## config.mk

```make
export PLATFORM = sky130hd
export DESIGN_NAME = async_serial_port
export DESIGN_NICKNAME = d
export VERILOG_FILES = /design/src/common/serial_port_pkg.sv /design/src/logic/async_serial_port.sv
export SDC_FILE = /design/constraint.sdc
export NUM_CORES = 1
export LEC_CHECK = 0
export BUFFER_PORTS_ARGS = -buffer_cell sky130_fd_sc_hd__buf_4
export CAP_MARGIN = 10
export CORE_AREA = 3 3 140 115
export CTS_BUF_LIST = sky130_fd_sc_hd__clkbuf_4 sky130_fd_sc_hd__clkbuf_8
export DETAILED_ROUTE_END_ITERATION = 8
export DIE_AREA = 0 0 143 118
export PLACE_DENSITY_LB_ADDON = 0.1
export SYNTH_ARGS = -nofsm -noshare
export SYNTH_HDL_FRONTEND = slang
export SYNTH_SLANG_ARGS = --single-unit
```

## constraint.sdc

```tcl
create_clock -name ref_clk -period 3.45 [get_ports ref_clk]
set_clock_uncertainty 0.2 [all_clocks]
set_input_delay 0.5175 -clock ref_clk [delete_from_list [all_inputs] [get_ports ref_clk]]
set_output_delay 0.5175 -clock ref_clk [all_outputs]
set_load 0.05 [all_outputs]
```

## src/common/serial_port_pkg.sv

```systemverilog
// Constants, field layouts and state types for the framed asynchronous serial port
package serial_port_pkg;

  localparam int ADDR_W = 8;

  // Register byte offsets
  localparam logic [ADDR_W-1:0] CTRL_OFF      = 8'h00;
  localparam logic [ADDR_W-1:0] BUF_OFF       = 8'h04;
  localparam logic [ADDR_W-1:0] POWER_OFF     = 8'h08;
  localparam logic [ADDR_W-1:0] CONVERTER_OFF = 8'h0C;
  localparam logic [ADDR_W-1:0] RELOAD_OFF    = 8'h10;

  // Field positions
  localparam int BAUD_DOUBLER_BIT = 7;
  localparam int BRG_SELECT_BIT   = 7;

  // Modes
  localparam logic [1:0] MODE_SHIFT = 2'h0;
  localparam logic [1:0] MODE_1     = 2'h1;
  localparam logic [1:0] MODE_2     = 2'h2;
  localparam logic [1:0] MODE_3     = 2'h3;

  // Reset values and counter marks
  localparam logic [7:0] CTRL_RESET    = 8'h00;
  localparam logic [9:0] RELOAD_RESET  = 10'h3D9;
  localparam logic [9:0] BRG_TOP       = 10'h3FF;
  localparam logic [3:0] DIV_LAST      = 4'hF;
  localparam logic [3:0] DIV_ZERO      = 4'h0;
  localparam logic [3:0] SAMPLE_FIRST  = 4'h7;
  localparam logic [3:0] SAMPLE_SECOND = 4'h8;
  localparam logic [3:0] SAMPLE_THIRD  = 4'h9;
  localparam logic [8:0] RX_FILL       = 9'h1FF;

  // AXI responses
  localparam logic [1:0] RESP_OKAY   = 2'h0;
  localparam logic [1:0] RESP_SLVERR = 2'h2;

  // Serial control register layout, bit 7 down to bit 0
  typedef struct packed {
    logic [1:0] mode;
    logic       multiprocessor_filter_enable;
    logic       receive_enable;
    logic       transmit_ninth_bit;
    logic       received_ninth_bit;
    logic       transmit_done_flag;
    logic       receive_done_flag;
  } serial_ctrl_s;

  typedef enum logic [1:0] {TX_IDLE, TX_START, TX_DATA} tx_state_e;
  typedef enum logic [1:0] {RX_HUNT, RX_BITS, RX_TAIL} rx_state_e;

endpackage : serial_port_pkg

```

## src/logic/async_serial_port.sv

```systemverilog
// Framed asynchronous serial port, modes 1 to 3, with an AXI4-Lite register slave
`timescale 1ns/1ns
module async_serial_port (
  input  wire logic                                  ref_clk,
  input  wire logic                                  rst_b,
  input  wire logic [serial_port_pkg::ADDR_W-1:0]    s_axi_awaddr,
  input  wire logic                                  s_axi_awvalid,
  output      logic                                  s_axi_awready,
  input  wire logic [31:0]                           s_axi_wdata,
  input  wire logic [3:0]                            s_axi_wstrb,
  input  wire logic                                  s_axi_wvalid,
  output      logic                                  s_axi_wready,
  output      logic [1:0]                            s_axi_bresp,
  output      logic                                  s_axi_bvalid,
  input  wire logic                                  s_axi_bready,
  input  wire logic [serial_port_pkg::ADDR_W-1:0]    s_axi_araddr,
  input  wire logic                                  s_axi_arvalid,
  output      logic                                  s_axi_arready,
  output      logic [31:0]                           s_axi_rdata,
  output      logic [1:0]                            s_axi_rresp,
  output      logic                                  s_axi_rvalid,
  input  wire logic                                  s_axi_rready,
  input  wire logic                                  timer1_overflow,
  input  wire logic                                  serial_in_line,
  output      logic                                  serial_out_line,
  output      logic                                  transmit_active
);
  import serial_port_pkg::*;

  function automatic logic reg_hit(input logic [ADDR_W-1:0] addr, input logic [ADDR_W-1:0] off);
    reg_hit = (addr[ADDR_W-1:2] == off[ADDR_W-1:2]);
  endfunction : reg_hit

  // ==========================================================================
  // Register bus slave
  logic                aw_hold_r;
  logic [ADDR_W-1:0]   aw_addr_r;
  logic                w_hold_r;
  logic [31:0]         w_data_r;
  logic [3:0]          w_strb_r;
  logic                bvalid_r;
  logic [1:0]          bresp_r;
  logic                rvalid_r;
  logic [31:0]         rdata_r;
  logic [1:0]          rresp_r;
  logic                wr_fire;
  logic                rd_fire;
  logic                wr_mapped;
  logic                wr_ctrl;
  logic                wr_buf;
  logic                wr_power;
  logic                wr_conv;
  logic                wr_reload;
  logic [31:0]         rd_word;
  logic                rd_mapped;

  serial_ctrl_s        ctrl_r;
  serial_ctrl_s        ctrl_nxt;
  logic [7:0]          power_r;
  logic [7:0]          conv_r;
  logic [9:0]          reload_r;
  logic [7:0]          rx_buf_r;

  assign s_axi_awready = !aw_hold_r && !bvalid_r;
  assign s_axi_wready  = !w_hold_r && !bvalid_r;
  assign s_axi_bvalid  = bvalid_r;
  assign s_axi_bresp   = bresp_r;
  assign s_axi_arready = !rvalid_r;
  assign s_axi_rvalid  = rvalid_r;
  assign s_axi_rdata   = rdata_r;
  assign s_axi_rresp   = rresp_r;

  assign wr_fire   = aw_hold_r && w_hold_r && !bvalid_r;
  assign rd_fire   = s_axi_arvalid && !rvalid_r;
  assign wr_ctrl   = wr_fire && reg_hit(aw_addr_r, CTRL_OFF) && w_strb_r[0];
  assign wr_buf    = wr_fire && reg_hit(aw_addr_r, BUF_OFF) && w_strb_r[0];
  assign wr_power  = wr_fire && reg_hit(aw_addr_r, POWER_OFF) && w_strb_r[0];
  assign wr_conv   = wr_fire && reg_hit(aw_addr_r, CONVERTER_OFF) && w_strb_r[0];
  assign wr_reload = wr_fire && reg_hit(aw_addr_r, RELOAD_OFF) && (w_strb_r[0] || w_strb_r[1]);
  assign wr_mapped = reg_hit(aw_addr_r, CTRL_OFF) || reg_hit(aw_addr_r, BUF_OFF)
                  || reg_hit(aw_addr_r, POWER_OFF) || reg_hit(aw_addr_r, CONVERTER_OFF)
                  || reg_hit(aw_addr_r, RELOAD_OFF);

  always_comb begin
    rd_word   = 32'h0000_0000;
    rd_mapped = 1'b1;
    if (reg_hit(s_axi_araddr, CTRL_OFF)) begin
      rd_word[7:0] = ctrl_r;
    end else if (reg_hit(s_axi_araddr, BUF_OFF)) begin
      rd_word[7:0] = rx_buf_r;
    end else if (reg_hit(s_axi_araddr, POWER_OFF)) begin
      rd_word[7:0] = power_r;
    end else if (reg_hit(s_axi_araddr, CONVERTER_OFF)) begin
      rd_word[7:0] = conv_r;
    end else if (reg_hit(s_axi_araddr, RELOAD_OFF)) begin
      rd_word[9:0] = reload_r;
    end else begin
      rd_mapped = 1'b0;
    end
  end

  always_ff @(posedge ref_clk or negedge rst_b) begin
    if (!rst_b) begin
      aw_hold_r <= 1'b0;
      aw_addr_r <= '0;
      w_hold_r  <= 1'b0;
      w_data_r  <= 32'h0000_0000;
      w_strb_r  <= 4'h0;
      bvalid_r  <= 1'b0;
      bresp_r   <= RESP_OKAY;
    end else begin
      if (s_axi_awvalid && s_axi_awready) begin
        aw_hold_r <= 1'b1;
        aw_addr_r <= s_axi_awaddr;
      end
      if (s_axi_wvalid && s_axi_wready) begin
        w_hold_r <= 1'b1;
        w_data_r <= s_axi_wdata;
        w_strb_r <= s_axi_wstrb;
      end
      if (wr_fire) begin
        aw_hold_r <= 1'b0;
        w_hold_r  <= 1'b0;
        bvalid_r  <= 1'b1;
        bresp_r   <= wr_mapped ? RESP_OKAY : RESP_SLVERR;
      end else if (bvalid_r && s_axi_bready) begin
        bvalid_r <= 1'b0;
      end
    end
  end

  always_ff @(posedge ref_clk or negedge rst_b) begin
    if (!rst_b) begin
      rvalid_r <= 1'b0;
      rdata_r  <= 32'h0000_0000;
      rresp_r  <= RESP_OKAY;
    end else if (rd_fire) begin
      rvalid_r <= 1'b1;
      rdata_r  <= rd_word;
      rresp_r  <= rd_mapped ? RESP_OKAY : RESP_SLVERR;
    end else if (rvalid_r && s_axi_rready) begin
      rvalid_r <= 1'b0;
    end
  end

  // ==========================================================================
  // Configuration registers
  always_ff @(posedge ref_clk or negedge rst_b) begin
    if (!rst_b) begin
      power_r  <= 8'h00;
      conv_r   <= 8'h00;
      reload_r <= RELOAD_RESET;
    end else begin
      if (wr_power) begin
        power_r <= w_data_r[7:0];
      end
      if (wr_conv) begin
        conv_r <= w_data_r[7:0];
      end
      if (wr_reload && w_strb_r[0]) begin
        reload_r[7:0] <= w_data_r[7:0];
      end
      if (wr_reload && w_strb_r[1]) begin
        reload_r[9:8] <= w_data_r[9:8];
      end
    end
  end

  // ==========================================================================
  // Bit clock: sixteen sample ticks per bit time
  logic       baud_doubler;
  logic       use_generator;
  logic [9:0] brg_cnt_r;
  logic       brg_overflow;
  logic       rate_source;
  logic       half_r;
  logic       sample_tick;
  logic       mode_framed;

  assign baud_doubler  = power_r[BAUD_DOUBLER_BIT];
  assign use_generator = conv_r[BRG_SELECT_BIT];
  assign mode_framed   = (ctrl_r.mode != MODE_SHIFT);
  assign brg_overflow  = (brg_cnt_r == BRG_TOP);
  // Mode 2 counts the core clock; modes 1 and 3 count the chosen overflow
  assign rate_source   = (ctrl_r.mode == MODE_2) ? 1'b1
                       : (use_generator ? brg_overflow : timer1_overflow);
  // Halving unless doubled: 2^doubler/32 of the source per bit
  assign sample_tick   = rate_source && (baud_doubler || half_r);

  always_ff @(posedge ref_clk or negedge rst_b) begin
    if (!rst_b) begin
      brg_cnt_r <= RELOAD_RESET;
      half_r    <= 1'b0;
    end else begin
      if (wr_reload || brg_overflow) begin
        brg_cnt_r <= reload_r;
      end else begin
        brg_cnt_r <= brg_cnt_r + 10'h001;
      end
      if (rate_source) begin
        half_r <= !half_r;
      end
    end
  end

  // ==========================================================================
  // Transmitter
  tx_state_e  tx_state_r;
  logic [8:0] tx_shift_r;
  logic [3:0] tx_div_r;
  logic       tx_req_r;
  logic       tx_first_r;
  logic       tx_roll;
  logic       tx_end;
  logic       tx_fill;
  logic       tx_done_set;

  assign tx_roll     = sample_tick && (tx_div_r == DIV_LAST);
  // Marker or stop bit sits just left of the last bit shown, never before the first shift
  assign tx_end      = !tx_first_r && (tx_shift_r[8:1] == 8'h01);
  assign tx_fill     = (ctrl_r.mode != MODE_1) && tx_first_r;
  assign tx_done_set = tx_roll && (tx_state_r == TX_DATA) && tx_end;

  assign transmit_active = (tx_state_r != TX_IDLE);
  assign serial_out_line = (tx_state_r == TX_START) ? 1'b0
                         : (tx_state_r == TX_DATA) ? tx_shift_r[0] : 1'b1;

  always_ff @(posedge ref_clk or negedge rst_b) begin
    if (!rst_b) begin
      tx_div_r <= DIV_ZERO;
    end else if (sample_tick) begin
      tx_div_r <= tx_div_r + 4'h1;
    end
  end

  always_ff @(posedge ref_clk or negedge rst_b) begin
    if (!rst_b) begin
      tx_state_r <= TX_IDLE;
      tx_shift_r <= 9'h000;
      tx_req_r   <= 1'b0;
      tx_first_r <= 1'b0;
    end else begin
      if (wr_buf && mode_framed && !transmit_active) begin
        tx_shift_r <= {(ctrl_r.mode == MODE_1) ? 1'b1 : ctrl_r.transmit_ninth_bit,
                       w_data_r[7:0]};
        tx_req_r   <= 1'b1;
      end else if (tx_roll) begin
        case (tx_state_r)
          TX_IDLE: begin
            if (tx_req_r) begin
              tx_state_r <= TX_START;
              tx_req_r   <= 1'b0;
            end
          end
          TX_START: begin
            tx_state_r <= TX_DATA;
            tx_first_r <= 1'b1;
          end
          TX_DATA: begin
            tx_shift_r <= {tx_fill, tx_shift_r[8:1]};
            tx_first_r <= 1'b0;
            if (tx_end) begin
              tx_state_r <= TX_IDLE;
            end
          end
          default: begin
            tx_state_r <= TX_IDLE;
          end
        endcase
      end
    end
  end

  // ==========================================================================
  // Receiver
  rx_state_e  rx_state_r;
  logic [8:0] rx_shift_r;
  logic [3:0] rx_div_r;
  logic       rx_prev_r;
  logic       rx_first_r;
  logic       samp_a_r;
  logic       samp_b_r;
  logic       rx_vote;
  logic       vote_ev;
  logic       start_det;
  logic       rx_final;
  logic       rx_load;

  assign start_det = sample_tick && (rx_state_r == RX_HUNT) && ctrl_r.receive_enable
                  && mode_framed && rx_prev_r && !serial_in_line;
  assign vote_ev   = sample_tick && (rx_state_r != RX_HUNT) && (rx_div_r == SAMPLE_THIRD);
  assign rx_vote   = (samp_a_r & samp_b_r) | (samp_a_r & serial_in_line)
                   | (samp_b_r & serial_in_line);
  // Start bit reached the far end: this vote is the last shift
  assign rx_final  = vote_ev && (rx_state_r == RX_BITS) && !rx_first_r && !rx_shift_r[0];
  assign rx_load   = rx_final && !ctrl_r.receive_done_flag
                  && (!ctrl_r.multiprocessor_filter_enable || rx_vote);

  always_ff @(posedge ref_clk or negedge rst_b) begin
    if (!rst_b) begin
      rx_prev_r <= 1'b1;
      samp_a_r  <= 1'b1;
      samp_b_r  <= 1'b1;
    end else if (sample_tick) begin
      rx_prev_r <= serial_in_line;
      if (rx_div_r == SAMPLE_FIRST) begin
        samp_a_r <= serial_in_line;
      end
      if (rx_div_r == SAMPLE_SECOND) begin
        samp_b_r <= serial_in_line;
      end
    end
  end

  always_ff @(posedge ref_clk or negedge rst_b) begin
    if (!rst_b) begin
      rx_state_r <= RX_HUNT;
      rx_shift_r <= RX_FILL;
      rx_div_r   <= DIV_ZERO;
      rx_first_r <= 1'b0;
    end else if (start_det) begin
      rx_state_r <= RX_BITS;
      rx_div_r   <= DIV_ZERO;
      rx_shift_r <= RX_FILL;
      rx_first_r <= 1'b1;
    end else if (sample_tick) begin
      rx_div_r <= rx_div_r + 4'h1;
      if (vote_ev) begin
        case (rx_state_r)
          RX_BITS: begin
            rx_first_r <= 1'b0;
            if (rx_first_r && rx_vote) begin
              rx_state_r <= RX_HUNT;
            end else begin
              rx_shift_r <= {rx_vote, rx_shift_r[8:1]};
              if (rx_final) begin
                rx_state_r <= (ctrl_r.mode == MODE_1) ? RX_HUNT : RX_TAIL;
              end
            end
          end
          RX_TAIL: begin
            rx_state_r <= RX_HUNT;
          end
          default: begin
            rx_state_r <= RX_HUNT;
          end
        endcase
      end
    end
  end

  always_ff @(posedge ref_clk or negedge rst_b) begin
    if (!rst_b) begin
      rx_buf_r <= 8'h00;
    end else if (rx_load) begin
      rx_buf_r <= rx_shift_r[8:1];
    end
  end

  // ==========================================================================
  // Control register: hardware sets win over a software write
  always_comb begin
    ctrl_nxt = ctrl_r;
    if (wr_ctrl) begin
      ctrl_nxt = serial_ctrl_s'(w_data_r[7:0]);
    end
    if (rx_load) begin
      ctrl_nxt.received_ninth_bit = rx_vote;
      ctrl_nxt.receive_done_flag  = 1'b1;
    end
    if (tx_done_set) begin
      ctrl_nxt.transmit_done_flag = 1'b1;
    end
  end

  always_ff @(posedge ref_clk or negedge rst_b) begin
    if (!rst_b) begin
      ctrl_r <= serial_ctrl_s'(CTRL_RESET);
    end else begin
      ctrl_r <= ctrl_nxt;
    end
  end

  // ==========================================================================
  // Checks
  property p_start_low;
    @(posedge ref_clk) disable iff (!rst_b)
    (tx_state_r == TX_START) |-> !serial_out_line;
  endproperty
  a_start_low: assert property (p_start_low) else $error("start bit not low");

  property p_begin_on_roll;
    @(posedge ref_clk) disable iff (!rst_b)
    $rose(transmit_active) |-> $past(tx_roll) && $past(tx_req_r);
  endproperty
  a_begin_on_roll: assert property (p_begin_on_roll) else $error("send began off rollover");

  property p_marker_load;
    @(posedge ref_clk) disable iff (!rst_b)
    (wr_buf && !transmit_active && ctrl_r.mode == MODE_1) |=> tx_shift_r[8] && tx_req_r;
  endproperty
  a_marker_load: assert property (p_marker_load) else $error("marker not loaded");

  property p_ninth_load;
    @(posedge ref_clk) disable iff (!rst_b)
    (wr_buf && !transmit_active && ctrl_r.mode[1])
      |=> tx_shift_r[8] == $past(ctrl_r.transmit_ninth_bit);
  endproperty
  a_ninth_load: assert property (p_ninth_load) else $error("ninth bit not loaded");

  property p_done_at_end;
    @(posedge ref_clk) disable iff (!rst_b)
    $fell(transmit_active) |-> ctrl_r.transmit_done_flag && serial_out_line;
  endproperty
  a_done_at_end: assert property (p_done_at_end) else $error("send ended without done flag");

  property p_start_reset;
    @(posedge ref_clk) disable iff (!rst_b)
    start_det |=> (rx_div_r == DIV_ZERO) && (rx_shift_r == RX_FILL) && (rx_state_r == RX_BITS);
  endproperty
  a_start_reset: assert property (p_start_reset) else $error("receiver not reset on start");

  property p_false_start;
    @(posedge ref_clk) disable iff (!rst_b)
    (vote_ev && rx_first_r && rx_vote) |=> (rx_state_r == RX_HUNT);
  endproperty
  a_false_start: assert property (p_false_start) else $error("false start accepted");

  property p_gate_load;
    @(posedge ref_clk) disable iff (!rst_b)
    (rx_final && ctrl_r.receive_done_flag && !wr_ctrl) |=> $stable(rx_buf_r) && ctrl_r.receive_done_flag;
  endproperty
  a_gate_load: assert property (p_gate_load) else $error("buffer loaded while flag set");

  property p_flag_hold;
    @(posedge ref_clk) disable iff (!rst_b)
    (ctrl_r.transmit_done_flag && !wr_ctrl) |=> ctrl_r.transmit_done_flag;
  endproperty
  a_flag_hold: assert property (p_flag_hold) else $error("done flag dropped by itself");

  property p_mode2_rate;
    @(posedge ref_clk) disable iff (!rst_b)
    (ctrl_r.mode == MODE_2 && baud_doubler && $past(ctrl_r.mode == MODE_2)) |-> sample_tick;
  endproperty
  a_mode2_rate: assert property (p_mode2_rate) else $error("mode 2 doubled rate wrong");

  property p_tail_wait;
    @(posedge ref_clk) disable iff (!rst_b)
    (rx_final && ctrl_r.mode[1]) |=> (rx_state_r == RX_TAIL);
  endproperty
  a_tail_wait: assert property (p_tail_wait) else $error("no stop bit wait");

endmodule : async_serial_port

```

==> summary.txt, run 1 <==
Overflow after GRT: 0
core area: 0.0149 sq mm
Max-slew headroom: 0.491
global-route wire length before repair: 21200 microns
Main synth FF type: dfrtp_1
RSZ-0062 raised after global routing: false
initial antenna violation count: 0
vias: 4019
status: complete, no violations
TritonCTS Sinks: 123
mean post-synth cell area: 11.5 sq um
layout cells sized above 1: 0.334
simple-gate share of the synthesized area: 0.126
H-tree depth: 4
WL/cell: 17.0 microns
M1 GR Usage: 0.237
Yosys cell types: 57
Final min period: 2.71 ns
post-synthesis sequential area ratio: 0.526
ys async rst share: 1.00
Root Driver: clkbuf_8
CP endpoint kind: flip-flop
GR met2 Demand/Resource: 0.238
Synth-to-Final Area Change: 17.2%
vias in the first global route: 4093
Pre-antenna DRT Iters: 4
largest family of logic cells by synthesized area: multiplexers
die area: 0.0169 sq mm
Max Root-Sink Buffers: 2
violation count after the first detailed-route iteration: 206
Storage cell area: 0.00311 sq mm
PwrDens: 766 mW/mm^2
critical path fanouts, max: 8
Compound-Gate Fraction of Synth Area: 0.106
dpl hpwl: 9750 microns
GRT busiest layer: met2
final net count: 648
Worst Tran Pin Value: 0.763 ns
Peak Freq: 369 MHz
Post-Synth Adder-Cell Area: 0.0228
area of the multi-input gates: 0.00259 sq mm
synthesized flop and latch total: 123
row count: 40
HP Class: input port to flip-flop
crit path DAT: 2.87 ns
Post-Syn Instances: 514
P_leak: 3.20 nW
Die Y: 118 microns
Post-Route Hold Slack: 0.0520 ns
GR Util met3: 0.0491
Crit Path Class: flip-flop to flip-flop
GRT Overall Usage: 0.164
final setup fails: 0
IO buf count: 51
VDD IR-drop max: 442 uV
# DRC: 0
DIE WIDTH: 143 microns
gpl congestion: 0.802
number of flops mapped to enable cells by yosys: 0
Required @ worst endpoint: 3.61 ns
filler cell count: 1412
Final ANT Viol Nets: 0
CTS Buf Count: 17
post-synthesis xor/xnor area fraction: 0.0178
Antenna diodes: 0
final wirelength: 13200 microns
TritonCTS clock tree: done
Final TNS setup: 0 ns
final hold violations: 0
Synth warnings: 0
Synth Cell Area: 0.00591 sq mm
Pwr Total: 5.31 mW
period utilisation layout: 0.785
Ports: 104
Max Cap Viol: 0
Clk Latency, worst-skew pair: 0.44 ns
routed vias/inst: 5.16
clock-pin slew on the worst setup and hold paths: 0.07 ns
startpoint types: flip-flop
initial cell density of the core: 0.398
post-synthesis mux area share: 0.149
Max Slew Vio Count: 0
largest net degree at the start of global routing: 67
-- placed cells by master (no fill, tap or decap), types with 2 or more instances in the layout --
cell type,count
a221o_1,5
nor4_1,4
nand3_1,11
nor2_1,38
mux2_2,66
clkinv_2,2
a21oi_2,2
xnor2_1,7
nor2b_1,2
o22a_1,9
nand2b_1,7
nand4_1,5
bufinv_16,4
clkbuf_4,3
inv_1,14
a21boi_0,3
nor3b_1,2
mux2i_1,11
o31ai_1,4
a32o_1,5
a21oi_1,26
ha_1,10
nor3_1,2
mux2_4,2
buf_4,59
and4_1,2
nand3b_1,4
conb_1,24
o21ai_0,28
xor2_1,5
nand4b_1,2
clkbuf_8,23
dfstp_2,26
dfrtp_1,97
and2_1,8
nand2_1,37
o2111ai_1,2
a22o_1,7
-- synthesized netlist by cell type (2+ instances only) --
cell type  count  share of area
a21boi_0       3         0.0038
a21oi_1       26          0.022
a21oi_2        2         0.0030
a221o_1        5         0.0085
a22o_1         7          0.010
a32o_1         5         0.0085
and2_1         8         0.0085
and4_1         2         0.0030
buf_1          2         0.0013
buf_2          3         0.0025
buf_4         24          0.030
clkbuf_1      10         0.0063
dfrtp_1       97           0.41
dfstp_2       26           0.12
ha_1          10          0.021
inv_1         14         0.0089
mux2_2        66           0.13
mux2_4         2         0.0051
mux2i_1       11          0.019
nand2_1       37          0.023
nand2b_1       7         0.0074
nand3_1       11         0.0093
nand3b_1       4         0.0051
nand4_1        5         0.0053
nand4b_1       2         0.0030
nor2_1        38          0.024
nor2b_1        2         0.0021
nor3_1         2         0.0017
nor3b_1        2         0.0025
nor4_1         5         0.0053
o2111ai_1      2         0.0030
o21ai_0       28          0.024
o22a_1         9          0.013
o31ai_1        4         0.0051
xnor2_1        7          0.010
xor2_1         5         0.0074
-- power breakdown --
part | switching [mW] | leakage, nW | internal [mW]
Clock | 0.561 | 0.244 | 0.927
Combinational | 0.705 | 1.48 | 0.625
Sequential | 0.492 | 1.48 | 2.00
-- state kept, by name (all words and copies together), names as in the netlist, 2 cells and up --
signal	flops
conv_r	8
rx_div_r	4
rx_shift_r	9
ctrl_r	8
w_strb_r	2
w_data_r	10
tx_state_r	2
tx_div_r	4
s_axi_rdata	10
tx_shift_r	9
aw_addr_r	6
power_r	8
brg_cnt_r	10
rx_state_r	2
reload_r	10
rx_buf_r	8
-- metal layers --
metal,routed length (microns),share of wire,vias to the layer above
li1,-,-,1914
met1,6710,0.51,2002
met2,5720,0.43,86
met3,588,0.045,17
met4,196,0.015,0
met5,0,0,-
-- path summary, 6_finish.rpt --
kind / startpoint / slack, ns / cells after the start / to
min in group asynchronous: rst_b / 0.47 / 2 / tx_state_r[1]$_DFFE_PN0P_
min reg2reg: rx_prev_r$_DFFE_PN1P_ / 0.25 / 2 / rx_prev_r$_DFFE_PN1P_
max in group asynchronous: rst_b / 1.72 / 3 / rx_shift_r[4]$_DFFE_PN1P_
min: s_axi_bready / 0.05 / 2 / s_axi_bvalid$_DFFE_PN0P_
max reg2reg: brg_cnt_r[0]$_DFF_PN1_ / 0.74 / 6 / rx_shift_r[0]$_DFFE_PN1P_
max: brg_cnt_r[0]$_DFF_PN1_ / 0.74 / 6 / rx_shift_r[0]$_DFFE_PN1P_
-- repair_timing --
item                      in CTS  in global routing
gates resized for setup        0                  0
hold endpoints to repair      43                  0
setup buffers                  0                  0
hold buffers                   1                  0
-- per-stage QoR --
stage | area [sq um] | std cells | util | worst slack (ns)
finish | 6930 | 779 | 0.466 | 0.743
global route | 6930 | 779 | 0.466 | 0.595
CTS | 6930 | 779 | 0.466 | 0.719
detailed placement | 6450 | 746 | 0.434 | 0.735
global placement | 6450 | 746 | 0.434 | 0.765
floorplan | 6000 | 537 | - | 0.698
-- worst max-delay path: stages (launching register included) --
cell     delay (ns)
dfstp_2        0.54
ha_1           0.20
and3_1         0.23
nand4_1        0.21
a21oi_2        0.52
nand3_1        0.40
o22a_1         0.32
-- layout make-up --
type                    instances  share of cell area
flip-flops and latches        123               0.449
multi-input cells             360               0.374
repair buffers                 61              0.0682
clock buffers                  26              0.0489
well taps                     189              0.0341
clock inverters                 6              0.0188
inverters                      14             0.00758
-- kinds of logic after synthesis --
kind of cell / after synthesis
multiplexers: 79
AND/OR/NAND/NOR: 139
AO/OA/AOI/OAI: 95
other: 1
adder cells (fa/ha/maj): 11
buffers and inverters: 54
XOR/XNOR: 12
flip-flops: 123
Note: power is estimated with default switching activity, not from simulation.
==> run 2: changes to the inputs <==
Clock period 3.45 ns to 2.75 ns, I/O delays scaled along.
==> run 2 against run 1 <==
Effect of this change:
- sequential power grew 25%
- clock power grew 15%
- via count grew 3.3%
- die area is the same
- worst hold slack gained 0.042 ns
- first-iteration DRC count grew 13%
- flip-flop and latch count is the same
==> summary.txt, run 2 (synthesized netlist as in run 1, its figures left out) <==
worst r2r src: brg_cnt_r[0]$_DFF_PN1_
dpl cells: 755 (+1.2%)
routed vias/inst: 5.13 (-0.52%)
final net count: 678 (+4.6%)
global-route wire length before repair: 22600 microns (+6.3%)
crit-path cells: ha_1, and3_1, nand4_1, a211oi_1, o2111ai_1, mux2_2
initial antenna violation count: 0 (unchanged)
IO buf count: 51 (unchanged)
row count: 40 (unchanged)
final hold violations: 0 (unchanged)
Overflow after GRT: 0 (unchanged)
Hold Startpoint: s_axi_awvalid
vias: 4152 (+3.3%)
Ports: 104 (unchanged)
dpl hpwl: 10100 microns (+3.5%)
Final min period: 2.56 ns (-0.148 ns)
violation count after the first detailed-route iteration: 233 (+13%)
Die Y: 118 microns (unchanged)
DIE WIDTH: 143 microns (unchanged)
crit path DAT: 2.68 ns (-0.19 ns)
# DRC: 0 (unchanged)
CTS Buf Count: 17 (unchanged)
Pre-antenna DRT Iters: 5 (+1)
core area: 0.0149 sq mm (unchanged)
Worst Path Buf+Inv: 0 (unchanged)
startpoint types: flip-flop
Max Root-Sink Buffers: 2 (unchanged)
TritonCTS clock tree: done
Hold EP: aw_hold_r$_DFFE_PN0P_
CP startpoint: brg_cnt_r[0]$_DFF_PN1_
Final ANT Viol Nets: 0 (unchanged)
final wirelength: 13700 microns (+3.6%)
period utilisation layout: 0.930 (+0.146)
Final TNS setup: 0 ns (unchanged)
slowest stage delay, CP: 0.54 ns (about the same)
HP Class: input port to flip-flop
RSZ-0062 raised after global routing: false
Max Slew Vio Count: 0 (unchanged)
critical path fanouts, max: 3 (-5)
Crit Path Class: flip-flop to flip-flop
gpl congestion: 0.791 (-1.4%)
Peak Freq: 391 MHz (+5.8%)
H-tree depth: 4 (unchanged)
Antenna diodes: 0 (unchanged)
most common cell after layout, fill and taps aside: dfrtp_1
postcts setup bufs: 0 (unchanged)
Worst Tran Pin Value: 0.681 ns (-0.0820 ns)
TritonCTS Sinks: 123 (unchanged)
CP endpoint kind: flip-flop
Pwr Total: 6.61 mW (+25%)
PwrDens: 920 mW/mm^2 (+20%)
Root Driver: clkbuf_8
Max Cap Viol: 0 (unchanged)
status: complete, no violations
commonest non-fill, non-tap cells in the layout: dfrtp_1, buf_4, mux2_2, nor2_1, nand2_1
largest net degree at the start of global routing: 57 (-15%)
die area: 0.0169 sq mm (unchanged)
Synth-to-Final Area Change: 21.6%
post-route insts no fill: 809 (+3.9%)
worst r2r path cells: 6 (unchanged)
initial cell density of the core: 0.398 (unchanged)
Top delay family on crit path: compound AO/OA/AOI/OAI gates
clock-pin slew on the worst setup and hold paths: 0.07 ns (about the same)
CP max stage cell: dfstp_2
P_leak: 3.32 nW (+3.6%)
reg2reg end: tx_state_r[0]$_DFFE_PN0P_
Clk Latency, worst-skew pair: 0.44 ns (about the same)
flop2flop setup slack: 0.19 ns (-0.55 ns)
Max-slew headroom: 0.545 (+0.0536)
hold path depth: 3 (+1)
Required @ worst endpoint: 2.87 ns (-0.74 ns)
GRT Overall Usage: 0.174 (+0.00933)
vias in the first global route: 4219 (+3.1%)
final setup fails: 0 (unchanged)
WL/cell: 16.9 microns (-0.22%)
layout cells sized above 1: 0.335 (+0.00159)
VDD IR-drop max: 420 uV (-4.9%)
-- run 2: cell types whose count changed in the layout (fill, tap and decap cells not counted), sizes merged --
cell / before / now
dlygate4sd3: 1 / 22
buf: 60 / 69
bufinv: 4 / 3
clkbuf: 26 / 25
clkinv: 2 / 3
clkinvlp: 0 / 1
-- run 2: layout make-up --
type	count	area, sq um
Fill cell	1369	7670
Clock buffer	25	319
Multi-Input combinational cell	360	2610
Timing Repair Buffer	91	751
Clock inverter	7	113
Tap cell	189	236
Inverter	14	52.6
Sequential cell	123	3110
-- run 2: worst max-delay path by stage --
stage / end / slack [ns] / cells after the start
floorplan: w_data_r[0]$_DFFE_PN0P_ / 0.25 / 5
global placement: rx_shift_r[6]$_DFFE_PN1P_ / 0.24 / 7
detailed placement: rx_shift_r[6]$_DFFE_PN1P_ / 0.16 / 7
CTS: rx_shift_r[6]$_DFFE_PN1P_ / 0.14 / 7
global route: tx_state_r[0]$_DFFE_PN0P_ / 0.05 / 6
finish: tx_state_r[0]$_DFFE_PN0P_ / 0.19 / 6
-- run 2: what timing repair did --
| action | CTS | global route |
|---|---|---|
| endpoints found under the hold margin | 59 | 0 |
| hold buffers | 22 | 0 |
| gates resized for setup | 0 | 2 |
| endpoints found under the setup margin | 0 | 8 |
-- run 2: report_power, final --
group / switching [mW] / internal [mW] / total [mW]
clock network: 0.690 / 1.03 / 1.72
logic: 0.935 / 0.852 / 1.79
registers: 0.596 / 2.51 / 3.11
-- run 2: layer usage --
layer / GRT usage / wire length [microns] / up-vias
li1: - / - / 1973
met1: 0.254 / 6820 / 2076
met2: 0.254 / 6130 / 89
met3: 0.0431 / 572 / 14
met4: 0.0523 / 168 / 0
met5: 0 / 0 / -
-- run 2: tightest hold or removal path: cells and delay by family --
| family | cells | cell delay (ns) |
|---|---|---|
| buf+inv | 1 | 0.08 |
| compound gates | 2 | 0.19 |
-- run 2: metrics by stage --
step                       util  area (sq um)  hold slack, ns  setup slack [ns]
after detailed placement  0.439          6530           0.257             0.160
after floorplan               -          6000         -0.0831             0.254
final                     0.484          7190          0.0941             0.191
after CTS                 0.483          7180          0.0664             0.141
after global placement    0.439          6530           0.250             0.237
after global routing      0.484          7190          0.0903            0.0549
